<file path="src/hw/gst_defs.svh">
// Register offsets, field positions, reset values and timing counts of the gated timer
`ifndef GST_DEFS_SVH
`define GST_DEFS_SVH

// ==========================================================================
// Register byte offsets on the APB bus
`define GST_OFF_CTRL      12'h000
`define GST_OFF_GATE      12'h004
`define GST_OFF_CNT_LOW   12'h008
`define GST_OFF_CNT_HIGH  12'h00C
`define GST_OFF_STATUS    12'h010

// ==========================================================================
// Field positions
`define GST_STAT_OVF_BIT   0
`define GST_STAT_ARMED_BIT 1

// ==========================================================================
// Reset values and the counter maximum
`define GST_CTRL_RST  8'h00
`define GST_GATE_RST  8'h00
`define GST_COUNT_RST 16'h0000
`define GST_COUNT_MAX 16'hFFFF

// ==========================================================================
// Timing counts: instruction clock is the system clock divided by four
`define GST_INSTR_DIV      4
`define GST_INSTR_LAST     2'h3

`endif

</file>
<file path="src/hw/gst_pkg.sv">
// Types shared by the gated timer design
package gst_pkg;

  // ==========================================================================
  // Clock and gate source encodings
  typedef enum logic [1:0] {
    GST_SRC_INSTR = 2'h0,
    GST_SRC_SYS   = 2'h1,
    GST_SRC_EXT   = 2'h2,
    GST_SRC_LFOSC = 2'h3
  } gst_clk_src_t;

  typedef enum logic [1:0] {
    GST_GATE_PIN  = 2'h0,
    GST_GATE_CMP0 = 2'h1,
    GST_GATE_CMP1 = 2'h2,
    GST_GATE_CMP2 = 2'h3
  } gst_gate_src_t;

  // ==========================================================================
  // Control register layouts
  typedef struct packed {
    gst_clk_src_t clock_source_select;
    logic [1:0]   prescale_select;
    logic         crystal_osc_enable;
    logic         no_sync;
    logic         unused;
    logic         timer_on;
  } gst_ctrl_t;

  typedef struct packed {
    logic          gate_enable;
    logic          gate_polarity;
    logic          gate_toggle_mode;
    logic [1:0]    unused;
    logic          comparator_sync;
    gst_gate_src_t gate_source_select;
  } gst_gate_t;

  // APB request from the master
  typedef struct packed {
    logic        psel;
    logic        penable;
    logic        pwrite;
    logic [11:0] paddr;
    logic [31:0] pwdata;
  } gst_apb_req_t;

  // ==========================================================================
  // Whole state of the timer
  typedef struct packed {
    gst_ctrl_t   ctrl;
    gst_gate_t   gate;
    logic [15:0] count;
    logic [2:0]  presc;
    logic [1:0]  idiv;
    logic        ext_s1;
    logic        ext_s2;
    logic        ext_raw;
    logic        ext_prev;
    logic        lf_s1;
    logic        lf_s2;
    logic        lf_prev;
    logic        gpin_s1;
    logic        gpin_s2;
    logic        c1_lat;
    logic        c2_lat;
    logic        gate_prev;
    logic        toggle;
    logic        armed;
    logic        overflow_flag;
    logic        wake;
    logic        xtal_out;
    logic [31:0] prdata;
  } gst_state_t;

endpackage

</file>
<file path="src/hw/gst_timer.sv">
// Gated sixteen-bit timer with prescaler, clock source select and APB registers
//
// Behaviour
// - Sixteen-bit up-counter in two byte registers; byte writes replace that part at once.
// - Off when timer_on is 0; with gate_enable set counts only while gate allows.
// - Source 11 low-freq osc, 10 pin or crystal, 01 system, 00 instruction clock.
// - System clock source gives four counts per instruction cycle.
// - External source counts rising edges, synchronised or asynchronous.
// - Counter mode needs a falling edge before the first counted rising edge.
// - Prescaler divides the selected clock by 1, 2, 4 or 8.
// - Prescaler hidden from software; any count byte write clears it.
// - crystal_osc_enable starts the crystal oscillator; it keeps running in sleep.
// - no_sync bypasses the synchroniser; external counting continues in sleep and wakes.
// - Switching sync mode may lose or add one increment.
// - Byte reads stay valid while counting; software handles overflow between reads.
// - Gated operation counts while the gate is active and holds otherwise.
// - gate_polarity 0 counts while gate low, 1 while gate high.
// - Gate source 00 pin, 01 companion overflow, 10 comparator one, 11 two.
// - Companion timer wrap gives a high pulse on the gate input.
// - Comparator gate sources are optionally synchronised to the counter clock.
// - Toggle mode routes the gate through a flip-flop toggling on each rising edge.
// - With toggle mode clear the toggle flip-flop is held at zero.
// - Rollover FFFFh to 0000h sets the overflow flag; only software clears it.
// - Clearing timer_on stops counting and clears the gate flip-flop.
//
// Implementation choices: the address map and the APB interface to the registers.
`timescale 1ns/1ps
`include "gst_defs.svh"

module gst_timer
  import gst_pkg::*;
(
  input  wire logic         clk_i,
  input  wire logic         rst_b_i,
  input  wire gst_apb_req_t apb_req_i,
  output logic [31:0]       prdata_o,
  output logic              pready_o,
  output logic              pslverr_o,
  input  wire logic         external_clock_pin_i,
  input  wire logic         crystal_in_i,
  output logic              crystal_out_o,
  input  wire logic         low_freq_internal_osc_i,
  input  wire logic         gate_pin_i,
  input  wire logic         companion_8bit_timer_ovf_i,
  input  wire logic         comparator_one_out_i,
  input  wire logic         comparator_two_out_i,
  input  wire logic         sleep_i,
  output logic [15:0]       count_o,
  output logic              overflow_flag_o,
  output logic              wake_o
);

  // ==========================================================================
  // Helper functions
  function automatic logic rise(input logic prev, input logic cur);
    rise = ~prev & cur;
  endfunction

  function automatic logic fall(input logic prev, input logic cur);
    fall = prev & ~cur;
  endfunction

  // Prescaler output: low bits of the prescale counter all ones
  function automatic logic prescale_hit(input logic [2:0] cnt, input logic [1:0] sel);
    logic [2:0] mask;
    mask = 3'h0;
    case (sel)
      2'h0:    mask = 3'h0;
      2'h1:    mask = 3'h1;
      2'h2:    mask = 3'h3;
      default: mask = 3'h7;
    endcase
    prescale_hit = ((cnt & mask) == mask);
  endfunction

  // ==========================================================================
  // State and decode signals
  gst_state_t  q;
  gst_state_t  next_q;
  logic        setup_ph;
  logic        access_ph;
  logic        wr_ctrl;
  logic        wr_gate;
  logic        wr_low;
  logic        wr_high;
  logic        wr_stat;
  logic        wr_count;
  logic        mapped;
  logic        ext_pin_sel;
  logic        ext_lvl;
  logic        src_tick;
  logic        awake;
  logic        gate_raw;
  logic        gate_lvl;
  logic        gate_val;
  logic        run;
  logic        pre_tick;
  logic        cnt_tick;
  logic        ovf_set;
  logic [31:0] rd_mux;

  // Bus phase and address decode
  always_comb begin
    setup_ph  = apb_req_i.psel & ~apb_req_i.penable;
    access_ph = apb_req_i.psel & apb_req_i.penable;
    mapped    = (apb_req_i.paddr == `GST_OFF_CTRL) || (apb_req_i.paddr == `GST_OFF_GATE) ||
                (apb_req_i.paddr == `GST_OFF_CNT_LOW) ||
                (apb_req_i.paddr == `GST_OFF_CNT_HIGH) ||
                (apb_req_i.paddr == `GST_OFF_STATUS);
    wr_ctrl   = access_ph & apb_req_i.pwrite & (apb_req_i.paddr == `GST_OFF_CTRL);
    wr_gate   = access_ph & apb_req_i.pwrite & (apb_req_i.paddr == `GST_OFF_GATE);
    wr_low    = access_ph & apb_req_i.pwrite & (apb_req_i.paddr == `GST_OFF_CNT_LOW);
    wr_high   = access_ph & apb_req_i.pwrite & (apb_req_i.paddr == `GST_OFF_CNT_HIGH);
    wr_stat   = access_ph & apb_req_i.pwrite & (apb_req_i.paddr == `GST_OFF_STATUS);
    wr_count  = wr_low | wr_high;
  end

  // Read data mux, sampled in the setup phase
  always_comb begin
    rd_mux = 32'h0000_0000;
    case (apb_req_i.paddr)
      `GST_OFF_CTRL:     rd_mux = {24'h00_0000, q.ctrl};
      `GST_OFF_GATE:     rd_mux = {24'h00_0000, q.gate};
      `GST_OFF_CNT_LOW:  rd_mux = {24'h00_0000, q.count[7:0]};
      `GST_OFF_CNT_HIGH: rd_mux = {24'h00_0000, q.count[15:8]};
      `GST_OFF_STATUS: begin
        rd_mux[`GST_STAT_OVF_BIT]   = q.overflow_flag;
        rd_mux[`GST_STAT_ARMED_BIT] = q.armed;
      end
      default:           rd_mux = 32'h0000_0000;
    endcase
  end

  // Clock source levels, edges and tick selection
  always_comb begin
    ext_pin_sel = q.ctrl.crystal_osc_enable ? crystal_in_i : external_clock_pin_i;
    ext_lvl     = q.ctrl.no_sync ? q.ext_raw : q.ext_s2;
    case (q.ctrl.clock_source_select)
      GST_SRC_INSTR: src_tick = (q.idiv == `GST_INSTR_LAST);
      GST_SRC_SYS:   src_tick = 1'b1;
      GST_SRC_EXT:   src_tick = rise(q.ext_prev, ext_lvl) & q.armed;
      GST_SRC_LFOSC: src_tick = rise(q.lf_prev, q.lf_s2);
      default:       src_tick = 1'b0;
    endcase
    // Only the unsynchronised external path keeps running in sleep
    awake = ~sleep_i |
            (q.ctrl.no_sync & (q.ctrl.clock_source_select == GST_SRC_EXT));
  end

  // Gate source, polarity and toggle selection
  always_comb begin
    case (q.gate.gate_source_select)
      GST_GATE_PIN:  gate_raw = q.gpin_s2;
      GST_GATE_CMP0: gate_raw = companion_8bit_timer_ovf_i;
      GST_GATE_CMP1: gate_raw = q.gate.comparator_sync ? q.c1_lat : comparator_one_out_i;
      GST_GATE_CMP2: gate_raw = q.gate.comparator_sync ? q.c2_lat : comparator_two_out_i;
      default:       gate_raw = 1'b0;
    endcase
    gate_lvl = q.gate.gate_polarity ? gate_raw : ~gate_raw;
    gate_val = q.gate.gate_toggle_mode ? q.toggle : gate_lvl;
    run      = q.ctrl.timer_on & (~q.gate.gate_enable | gate_val) & awake;
    pre_tick = run & src_tick;
    cnt_tick = pre_tick & prescale_hit(q.presc, q.ctrl.prescale_select);
    ovf_set  = cnt_tick & (q.count == `GST_COUNT_MAX);
  end

  // Next state
  always_comb begin
    next_q = q;
    // Input sampling; first stages feed only the second stages
    next_q.ext_s1   = ext_pin_sel;
    next_q.ext_s2   = q.ext_s1;
    next_q.ext_raw  = ext_pin_sel;
    next_q.ext_prev = ext_lvl;
    next_q.lf_s1    = low_freq_internal_osc_i;
    next_q.lf_s2    = q.lf_s1;
    next_q.lf_prev  = q.lf_s2;
    next_q.gpin_s1  = gate_pin_i;
    next_q.gpin_s2  = q.gpin_s1;
    next_q.idiv     = q.idiv + 2'h1;
    // Crystal amplifier runs whenever enabled, sleep or not
    next_q.xtal_out = q.ctrl.crystal_osc_enable & ~crystal_in_i;
    // Comparators latched on the counter clock when synchronised
    if (src_tick) begin
      next_q.c1_lat = comparator_one_out_i;
      next_q.c2_lat = comparator_two_out_i;
    end
    // Gate toggle flip-flop
    next_q.gate_prev = gate_lvl;
    if (!q.gate.gate_toggle_mode || !q.ctrl.timer_on) begin
      next_q.toggle = 1'b0;
    end else if (rise(q.gate_prev, gate_lvl)) begin
      next_q.toggle = ~q.toggle;
    end
    // Falling edge arms the counter
    if (!q.ctrl.timer_on) begin
      next_q.armed = 1'b0;
    end else if (fall(q.ext_prev, ext_lvl)) begin
      next_q.armed = 1'b1;
    end
    // Prescaler and counter
    if (!q.ctrl.timer_on) begin
      next_q.presc = 3'h0;
    end else if (pre_tick) begin
      next_q.presc = q.presc + 3'h1;
    end
    if (cnt_tick) begin
      next_q.count = q.count + 16'h0001;
    end
    // Register writes take precedence over a coincident increment
    if (wr_ctrl) begin
      next_q.ctrl = gst_ctrl_t'(apb_req_i.pwdata[7:0]);
      next_q.ctrl.unused = 1'b0;
    end
    if (wr_gate) begin
      next_q.gate = gst_gate_t'(apb_req_i.pwdata[7:0]);
      next_q.gate.unused = 2'h0;
    end
    if (wr_low) begin
      next_q.count[7:0] = apb_req_i.pwdata[7:0];
    end
    if (wr_high) begin
      next_q.count[15:8] = apb_req_i.pwdata[7:0];
    end
    if (wr_count) begin
      next_q.presc = 3'h0;
      next_q.armed = 1'b0;
    end
    // Overflow flag: write one clears, a new rollover wins
    if (wr_stat && apb_req_i.pwdata[`GST_STAT_OVF_BIT]) begin
      next_q.overflow_flag = 1'b0;
    end
    if (ovf_set) begin
      next_q.overflow_flag = 1'b1;
    end
    next_q.wake = ovf_set & sleep_i;
    if (setup_ph) begin
      next_q.prdata = rd_mux;
    end
  end

  // State register
  always_ff @(posedge clk_i or negedge rst_b_i) begin
    if (!rst_b_i) begin
      q               <= '0;
      q.ctrl          <= gst_ctrl_t'(`GST_CTRL_RST);
      q.gate          <= gst_gate_t'(`GST_GATE_RST);
      q.count         <= `GST_COUNT_RST;
    end else begin
      q <= next_q;
    end
  end

  // Outputs
  assign prdata_o        = q.prdata;
  assign pready_o        = 1'b1;
  assign pslverr_o       = access_ph & ~mapped;
  assign count_o         = q.count;
  assign overflow_flag_o = q.overflow_flag;
  assign wake_o          = q.wake;
  assign crystal_out_o   = q.xtal_out;
endmodule

</file>
<file path="config.mk">
export PLATFORM = sky130hd
export DESIGN_NAME = gst_timer
export DESIGN_NICKNAME = d
export VERILOG_FILES = /design/src/hw/gst_pkg.sv /design/src/hw/gst_timer.sv
export VERILOG_INCLUDE_DIRS = /design/src /design/src/hw
export SDC_FILE = /design/constraint.sdc
export NUM_CORES = 1
export LEC_CHECK = 0
export BUFFER_PORTS_ARGS = -buffer_cell sky130_fd_sc_hd__buf_2
export CORE_MARGIN = 5
export CORE_UTILIZATION = 45
export DETAILED_ROUTE_END_ITERATION = 12
export GPL_ROUTABILITY_DRIVEN = 1
export PLACE_DENSITY_LB_ADDON = 0.15
export SYNTH_ARGS = -nofsm -noshare
export SYNTH_HDL_FRONTEND = slang
export SYNTH_SLANG_ARGS = --single-unit
export TNS_END_PERCENT = 1
</file>
<file path="constraint.sdc">
create_clock -name clk_i -period 2.4 [get_ports clk_i]
set_clock_uncertainty 0.15 [all_clocks]
set_input_delay 0.72 -clock clk_i [delete_from_list [all_inputs] [get_ports clk_i]]
set_output_delay 0.72 -clock clk_i [all_outputs]
set_load 0.005 [all_outputs]
</file>
==> impl_metrics.csv, run 1 <==
group,metric,value,unit
outcome,status,"finished with violations",
outcome,violations,"setup timing",
floorplanning,dieArea,9550,um^2
place,io_buffers,60,
synth,syn_inst,338,
place,dpl.hpwl,6010,um
synth,synthTopCellsByCount,"dfrtp_1 (58), buf_4 (50), nand2_1 (42)",
drt,routed_wl,7800,um
clock_network,root_buffer,"clkbuf_8",
timing,finalWorstSetupSlack,-211,ps
synth,synth_top_area_share,41.9,%
global_routing,antenna_found_initial,0,
layout,syn_to_final_growth,15.3,%
timing,worst_pin_slew,505,ps
timing,tns,-211,ps
synth,yosys.cell_count.top_type,"dfrtp_1",
timing,rsz0062_at_grt,"yes",
floorplanning,io_pins,110,
drt,drc,0,
min_path,min_path_type,"primary input to asynchronous set/reset pin",
pwr,power.density,518,nW/um^2
drt,wl_per_cell,15.7,um
synth,synth_edf_count,0,
layout,fin_nets,452,
clock_network,clk-insertion-delay-late,330,ps
setup_path,reg2reg_from,"q[70]",
global_routing,grt_first_pass_wirelength,12500,um
drt,vias,2452,
global_routing,grt_overflow,0,
drt,antenna_left,0,
flow_run,cap_violations,0,
drt,met2_wirelength,3860,um
global_routing,grt_pass1_vias,2450,
place,placed_cell_area,3770,um^2
pwr,p_leak,1.79,nW
clock_network,path_clk_slew,70,ps
floorplanning,start_util,45.5,%
setup_path,startpoint_type,"primary input",
clock_network,numCtsBuffers,9,
layout,final_cell_area,3990,um^2
timing,fin_crit_sh,109,%
layout,layout-drive-gt1-share,37.1,%
place,place_inst,482,
timing,drv_slew,0,
timing,holdWs,158,ps
synth,yosysSeqAreaShare,41.9,%
clock_network,cts_tree,"built",
drt,first_pass_iters,4,
floorplanning,die_h,97.7,um
setup_path,slowest_stage,"nor4_2",
floorplanning,core.rowCount,32,
clock_network,cts_buffer_depth,2,
timing,setup_violations,1,
setup_path,crit_top_cell,"buf_2",
setup_path,setup.worst_path.start,"apb_req_i[41]",
global_routing,grtUsageTotal,16.8,%
drt,dr.max_layer_used,"met4",
synth,synth_cell_type_count,51,
layout,diodes,0,
synth,ys_async_sr_fraction,100,%
synth,synth.area.top_cells,"dfrtp_1 (42%), buf_4 (11%), mux2_2 (6.2%)",
layout,fillers,758,
layout,instances_no_fill,498,
setup_path,crit_fanout,2,
place,gp_congestion,0.773,
setup_path,crit_type,"primary input to output port",
drt,dr.first_iter.drc_count,104,
timing,fmax,383,MHz
drt,drt-vias-per-instance,4.92,
synth,syn_avg_cell_area,10.2,um^2
synth,synth_warnings,0,
timing,hold_viol,0,
clock_network,htreeDepth,3,
setup_path,max_stage_delay,250,ps
setup_path,cp.arrival,1740,ps
clock_network,cts_sinks,58,
synth,synth.cell_area,3460,um^2
pwr,ir_worst_vdd,0.319,mV
floorplanning,fp.dieW,97.7,um
layout,fin_util,52.5,%
setup_path,crit_chain,"buf_2 > nor4_2 > nand2_1 > nor4_1 > and3_1 > nor3_1 > buf_2",
global_routing,grt_max_degree,43,
floorplanning,core,7610,um^2
synth,yosysTopAreaCell,"dfrtp_1",
timing,fin_crit,2610,ps
drt,wl_met3,358,um
timing,max-slew-margin-rel,66.3,%
setup_path,cp.required,1530,ps
setup_path,end_kind,"output port",
synth,ys_ff_latch,58,
synth,synth_flop_cell,"dfrtp_1",
drt,wl_met1,3530,um
## what timing repair did
action / in CTS / in global routing
endpoints found under the setup margin: 1 / 1
hold buffers: 0 / 0
pin swaps: 1 / 1
setup buffers: 1 / 0
gates resized for setup: 0 / 1
## kinds of logic after synthesis
logic type | synth area share, %
buffers and inverters | 13.6
flip-flops | 41.9
other | 0.217
XOR/XNOR | 4.55
AO/OA/AOI/OAI | 9.83
adder cells (fa/ha/maj) | 1.08
multiplexers | 11.0
AND/OR/NAND/NOR | 17.8
## where the power goes
group	internal (mW)	switching, mW
clock network	0.573	0.390
registers	0.987	0.00433
logic	0.0413	0.0703
## worst paths after layout
kind	depth (start not counted)	endpoint	slack (ps)
worst max-delay path	7	pslverr_o	-210
worst min-delay path	1	next_q[42]	160
worst max register to register	7	count_o[8]	210
worst min register to register	0	next_q[42]	200
max in group asynchronous	2	count_o[4]	1370
min in group clk_i	0	next_q[42]	200
## final cells by class
type / count / area, um^2 / share of cell area, %
Clock buffer: 9 / 124 / 3.10
Clock inverter: 6 / 82.6 / 2.07
Inverter: 11 / 41.3 / 1.03
Multi-Input combinational cell: 231 / 1630 / 40.9
Sequential cell: 58 / 1450 / 36.4
Tap cell: 102 / 128 / 3.20
Timing Repair Buffer: 81 / 533 / 13.4
## critical path, delay by kind of cell
kind / cells / cell delay [ps]
buf+inv: 2 / 230
simple gates: 5 / 780
## placed cells by master, fill, tap and decap left out, types with 9 or more instances in the layout
master / n
nor2_1: 12
dfrtp_1: 58
o21ai_0: 9
o21ai_1: 16
xnor2_1: 17
buf_2: 60
nand2_1: 42
mux2_2: 19
inv_1: 11
buf_4: 15
conb_1: 25
clkbuf_8: 9
## metal layers
layer  vias up  track usage [%]
met4         0             4.15
li1       1215                -
met2        55             26.9
met1      1177             22.8
met5         -                0
met3         5             4.38
## sequential cells by signal (all words and copies together), names as in the netlist
register and cells:
crystal_out_o 1, count_o 16, next_q 3, prdata_o 8
wake_o 1, q 28, overflow_flag_o 1
## stage by stage
step / setup WS [ps] / power [mW]
3_5_place_dp: -222 / 1.12
2_1_floorplan: -43.1 / 1.08
3_3_place_gp: -222 / 1.12
4_1_cts: -218 / 2.09
6_report: -211 / 2.07
5_1_grt: -284 / 2.14
No activity file was read; power rests on OpenSTA's default activity.
==> inputs of run 2 (changes only) <==
--- a/config.mk
+++ b/config.mk
@@ -6,9 +6,10 @@
 export SDC_FILE = /design/constraint.sdc
 export NUM_CORES = 1
 export LEC_CHECK = 0
+export ABC_AREA = 1
 export BUFFER_PORTS_ARGS = -buffer_cell sky130_fd_sc_hd__buf_2
 export CORE_MARGIN = 5
-export CORE_UTILIZATION = 45
+export CORE_UTILIZATION = 47
 export DETAILED_ROUTE_END_ITERATION = 12
 export GPL_ROUTABILITY_DRIVEN = 1
 export PLACE_DENSITY_LB_ADDON = 0.15
==> run 2 against run 1 <==
Net effect: the run now ends clean; synthesized cell count rose by 45%; final cell count grew 31%; routed wire length rose by 15%; flip-flop and latch count unchanged; sequential share of layout area decreased by 0.92 points; largest cell class unchanged; sequential power about the same; cell area is 2.6% higher; clock power down 7.0%; worst setup slack improved by 310 ps; non-clock buffer count decreased by 3; first-iteration DRC count grew 90%.
==> impl_metrics.csv, run 2 <==
group,metric,value,unit
setup_path,crit_chain,"buf_2 > nor2_4 > inv_1 > nor3_1 > nor3_1 > buf_2",
clock_network,path_clk_slew,70,ps
drt,antenna_left,0,
synth,synth_edf_count,0,
synth,ys_ff_latch,58,
synth,synth_flop_cell,"dfrtp_1",
synth,yosysTopAreaCell,"dfrtp_1",
layout,final_common_cell,"nand2_1",
pwr,pwr-share-clk,44.4,%
floorplanning,fp.dieW,97.9,um
setup_path,reg2reg_from,"q[49]",
setup_path,regToRegEndpoint,"count_o[8]",
drt,vias,3201,
global_routing,grt_first_pass_wirelength,15200,um
global_routing,grt_pass1_vias,3015,
setup_path,r2r_slack,390,ps
floorplanning,dieArea,9590,um^2
pwr,p_int,1.51,mW
timing,hold_viol,0,
timing,fin_crit_sh,96.0,%
timing,rsz0062_at_grt,"no",
timing,drv_slew,0,
min_path,min_from,"next_q[40]",
flow_run,cap_violations,0,
setup_path,reg2reg_depth,11,
global_routing,use_met3,3.86,%
global_routing,use_met1,29.8,%
synth,yosysSeqAreaShare,39.9,%
global_routing,busiest_layer,"met1",
pwr,power_switching,503,uW
clock_network,post_cts_buffers,0,
pwr,p_leak,2.13,nW
layout,diodes,0,
floorplanning,core,7650,um^2
clock_network,cts_sinks,58,
timing,setup_violations,0,
outcome,status,"finished clean",
setup_path,startpoint_type,"primary input",
drt,routed_wl,8990,um
layout,layout-drive-gt1-share,21.0,%
clock_network,cts_tree,"built",
setup_path,cp.arrival,1430,ps
global_routing,grt_max_degree,37,
layout,mostFrequentLayoutCells,"nand2_1 (128), buf_2 (60), dfrtp_1 (58)",
layout,largest_reg_flops,28,
clock_network,postCtsHoldBufs,0,
timing,tns,0,ps
pwr,sw_frac_of_total,24.9,%
clock_network,numCtsBuffers,9,
setup_path,cp.required,1530,ps
synth,yosys.cell_count.top_type,"nand2_1",
place,gp_congestion,0.907,
layout,syn_to_final_growth,12.7,%
layout,final_cell_area,4100,um^2
min_path,min_path_type,"register to register",
global_routing,grt_overflow,0,
synth,synth.area.top_cells,"dfrtp_1 (40%), nand2_1 (13%), buf_4 (10%)",
setup_path,end_kind,"output port",
clock_network,htreeDepth,3,
place,dpl.hpwl,7010,um
pwr,ir_worst_vdd,0.212,mV
drt,first_pass_iters,5,
place,io_buffers,60,
pwr,p_seq_share,49.3,%
global_routing,antenna_found_initial,0,
synth,syn_avg_cell_area,7.42,um^2
pwr,p_comb_share,6.3,%
synth,synth_top_area_share,39.9,%
floorplanning,io_pins,110,
synth,synth_warnings,0,
synth,ys_async_sr_fraction,100,%
global_routing,grt_use_met2,27.3,%
floorplanning,die_h,97.9,um
synth,syn_inst,490,
timing,fmax,434,MHz
clock_network,clk-insertion-delay-late,340,ps
timing,worst_pin_slew,572,ps
setup_path,crit_fanout,4,
synth,synth_cell_type_count,38,
global_routing,grtUsageTotal,19.5,%
drt,wl_per_cell,13.8,um
synth,synth.cell_area,3630,um^2
synth,synthTopCellsByCount,"nand2_1 (128), inv_1 (60), dfrtp_1 (58)",
layout,fin_nets,607,
floorplanning,start_util,47.5,%
drt,drc,0,
timing,max-slew-margin-rel,61.9,%
setup_path,max_stage_delay,190,ps
pwr,power.density,492,nW/um^2
drt,dr.first_iter.drc_count,198,
place,placed_cell_area,3890,um^2
timing,fin_crit,2300,ps
setup_path,setup.worst_path.start,"apb_req_i[33]",
clock_network,root_buffer,"clkbuf_8",
setup_path,crit_type,"primary input to output port",
setup_path,cp-endpoint,"pslverr_o",
layout,top_register,"q",
drt,drt-vias-per-instance,4.89,
setup_path,slowest_stage,"nor3_1",
floorplanning,core.rowCount,32,
clock_network,cts_buffer_depth,2,
==> run 2: changes by cell type after synthesis, sizes merged, moves of 4 or more <==
cell,change
mux4,-5
nand3,+39
o22ai,+7
nor4,-7
inv,+51
xnor2,-17
xor2,+6
and3,-5
mux2,-18
nand2,+91
clkbuf,-4
nor2,+20
o21ai,+19
==> run 2: layout make-up <==
type	instances	area [um^2]
well taps	102	128
repair buffers	78	448
multi-input cells	337	1640
clock inverters	6	66.3
inverters	63	236
clock buffers	10	128
fillers	741	3550
flip-flops and latches	58	1450
==> run 2: kinds of logic (layout without fill, tap and decap cells) <==
family | Yosys count | in the layout | synth area share (%)
flip-flops | 58 | 58 | 39.9
other | 2 | 25 | 0.207
multiplexers | 3 | 3 | 0.895
AND/OR/NAND/NOR | 236 | 236 | 29.0
adder cells (fa/ha/maj) | 3 | 3 | 1.03
AO/OA/AOI/OAI | 63 | 63 | 9.64
buffers and inverters | 118 | 157 | 17.6
XOR/XNOR | 7 | 7 | 1.69
==> run 2: critical path: cells and delay by family <==
family        cells  cell delay [ps]
simple gates      3              400
buf+inv           3              310
==> run 2: what timing repair did <==
item | in CTS | in global routing
resized for setup | 2 | 3
pin swaps | 0 | 2
endpoints found under the setup margin | 1 | 1
==> run 2: power by group through the flow <==
stage | sequential [mW] | combinational, mW | clock [mW]
after floorplan | 1.01 | 0.0791 | 0
final | 0.994 | 0.127 | 0.896
after detailed placement | 1.01 | 0.126 | 0
after CTS | 0.994 | 0.128 | 0.926
after global routing | 0.995 | 0.146 | 0.975
after global placement | 1.01 | 0.125 | 0
==> run 2: metrics by stage <==
step | instances | power, mW | util, % | hold slack [ps] | worst slack [ps]
after floorplan | 513 | 1.09 | - | 181 | 235
after global placement | 638 | 1.14 | 50.9 | 183 | -58.0
after detailed placement | 638 | 1.14 | 50.9 | 186 | -71.0
after CTS | 654 | 2.05 | 53.6 | 205 | 46.3
after global routing | 654 | 2.12 | 53.6 | 224 | 7.65
final | 654 | 2.02 | 53.6 | 200 | 97.1
==> run 2: worst min-delay path by stage <==
| stage | end | slack (ps) | depth (start not counted) |
|---|---|---|---|
| 6_report | q[40] | 200 | 0 |
| 5_1_grt | next_q[42] | 220 | 0 |
| 3_5_place_dp | q[40] | 190 | 0 |
| 4_1_cts | q[40] | 200 | 0 |
| 2_1_floorplan | next_q[42] | 180 | 0 |
| 3_3_place_gp | q[40] | 180 | 0 |
==> run 2: per-layer routing <==
| metal | up-vias | routed length, um |
|---|---|---|
| li1 | 1619 | - |
| met1 | 1464 | 4460 |
| met2 | 110 | 3860 |
| met3 | 8 | 551 |
| met4 | 0 | 116 |
| met5 | - | 0 |
==> inputs of run 3 (changes only) <==
--- a/config.mk
+++ b/config.mk
@@ -7,9 +7,12 @@
 export NUM_CORES = 1
 export LEC_CHECK = 0
 export ABC_AREA = 1
+export ABC_CLOCK_PERIOD_IN_PS = 2400
 export BUFFER_PORTS_ARGS = -buffer_cell sky130_fd_sc_hd__buf_2
+export CELL_PAD_IN_SITES_DETAIL_PLACEMENT = 1
+export CELL_PAD_IN_SITES_GLOBAL_PLACEMENT = 1
 export CORE_MARGIN = 5
-export CORE_UTILIZATION = 47
+export CORE_UTILIZATION = 33
 export DETAILED_ROUTE_END_ITERATION = 12
 export GPL_ROUTABILITY_DRIVEN = 1
 export PLACE_DENSITY_LB_ADDON = 0.15
==> run 3 against run 2 <==
Net effect: via count grew 1.3%; combinational power barely moved; sequential share of layout area fell by 0.71 points; maximum frequency down 1.5%; hold slack worse by 17 ps; die area increased by 38%; final cell count up 6.3%.
==> impl_metrics.csv, run 3 (synthesis gave the netlist of run 2 again) <==
group,metric,value,unit
outcome,status,"finished clean",
layout,diodes,0,
timing,setup_violations,0,
layout,fin_nets,610,
timing,holdWs,183,ps
setup_path,cp.arrival,1470,ps
floorplanning,io_pins,110,
timing,drv_slew,0,
layout,top_register,"q",
layout,mostFrequentLayoutCells,"nand2_1 (128), inv_1 (60), buf_2 (60)",
setup_path,crit_fanout,4,
setup_path,slowest_stage,"nor3_2",
global_routing,grt_first_pass_wirelength,17900,um
clock_network,path_clk_slew,70,ps
pwr,power.density,488,nW/um^2
flow_run,cap_violations,0,
setup_path,startpoint_type,"primary input",
layout,syn_to_final_growth,15.0,%
clock_network,postCtsHoldBufs,0,
min_path,min_path_type,"primary input to asynchronous set/reset pin",
timing,hold_viol,0,
clock_network,cts_sinks,58,
global_routing,grt_overflow,0,
place,gp_congestion,0.859,
timing,fin_crit_sh,97.4,%
setup_path,cp.required,1530,ps
timing,fin_crit,2340,ps
layout,instances_no_fill,695,
setup_path,crit_chain,"buf_2 > nor2_4 > nand3_1 > nor3_2 > nor3_1 > buf_2",
layout,layout-drive-gt1-share,20.9,%
drt,first_pass_iters,4,
pwr,p_leak,2.17,nW
clock_network,htreeDepth,3,
global_routing,grt_max_degree,39,
layout,final_common_cell,"nand2_1",
drt,routed_wl,10800,um
place,place_ws,-15.1,ps
pwr,p_seq_share,48.8,%
floorplanning,core,10800,um^2
clock_network,cts_tree,"built",
setup_path,crit_type,"primary input to output port",
setup_path,max_stage_delay,220,ps
timing,fmax,428,MHz
drt,wl_per_cell,15.5,um
pwr,sw_frac_of_total,24.6,%
timing,finalWorstSetupSlack,63.2,ps
clock_network,numCtsBuffers,9,
pwr,p_comb_share,6.3,%
global_routing,grt_pass1_vias,3538,
layout,largest_reg_flops,28,
place,dpl.hpwl,8590,um
pwr,pwr-share-clk,45.0,%
floorplanning,die_h,115,um
setup_path,crit_top_cell,"buf_2",
drt,drc,0,
clock_network,root_buffer,"clkbuf_8",
timing,tns,0,ps
pwr,ir_worst_vdd,0.223,mV
setup_path,path_delay_family,"simple AND/OR/NAND/NOR gates",
clock_network,cts_buffer_depth,2,
pwr,power_switching,502,uW
drt,antenna_left,0,
drt,drt-vias-per-instance,4.67,
clock_network,clk-insertion-delay-late,360,ps
floorplanning,fp.dieW,115,um
setup_path,critPathBufInv,2,
pwr,p_int,1.54,mW
setup_path,end_kind,"output port",
floorplanning,core.rowCount,38,
floorplanning,start_util,33.7,%
place,place_inst,678,
floorplanning,dieArea,13200,um^2
global_routing,grtUsageTotal,17.4,%
pwr,p_total,2.04,mW
place,io_buffers,60,
drt,vias,3244,
timing,rsz0062_at_grt,"no",
drt,dr.first_iter.drc_count,162,
global_routing,antenna_found_initial,0,
-- run 3: final cells by class --
class,instances,area [um^2]
Fill cell,1362,6610
Inverter,63,236
Clock buffer,11,141
Timing Repair Buffer,81,483
Multi-Input combinational cell,337,1640
Sequential cell,58,1450
Tap cell,140,175
Clock inverter,5,53.8
-- run 3: power by group through the flow --
stage	registers, mW	clock network, mW	logic [mW]
after global routing	0.995	0.985	0.148
after floorplan	1.01	0	0.0791
final	0.994	0.917	0.128
after CTS	0.994	0.955	0.130
after detailed placement	1.01	0	0.129
after global placement	1.01	0	0.126
-- run 3: path summary, 6_finish.rpt --
path | depth (start not counted) | endpoint | slack [ps] | start
max | 6 | pslverr_o | 60 | apb_req_i[33]
min | 2 | q[37] | 180 | rst_b_i
max reg2reg | 11 | count_o[1] | 350 | q[80]
min reg2reg | 0 | q[40] | 200 | next_q[40]
max in group asynchronous | 2 | count_o[2] | 1670 | rst_b_i
min in group clk_i | 0 | q[40] | 200 | next_q[40]
-- run 3: per-stage QoR --
step                utilization (%)  area (um^2)
CTS                            38.6         4170
global route                   38.7         4180
floorplan                         -         3720
detailed placement             36.8         3970
global placement               36.8         3970
finish                         38.7         4180
-- run 3: what timing repair did --
action                     4_1_cts  5_1_grt
setup endpoints to repair        1        1
pin swaps                        0        1
resized for setup                1        1
setup buffers                    0        1
-- run 3: worst register-to-register path, stage by stage, from the launching register on --
cell and delay, ps:
dfrtp_1 420, inv_2 90, nand2_1 70, nand2_2 70, nand2_2 60, o21ai_4 160, nand2_2 90, nor2_4 170
nand3_4 270, nand2_2 270, nand2_1 90, nand2_1 70
-- run 3: routing by layer --
metal,vias up,track usage (%),wire length [um]
li1,1616,-,-
met1,1557,21.4,4740
met2,60,30.4,5420
met3,11,4.16,473
met4,0,5.16,132
met5,-,0,0
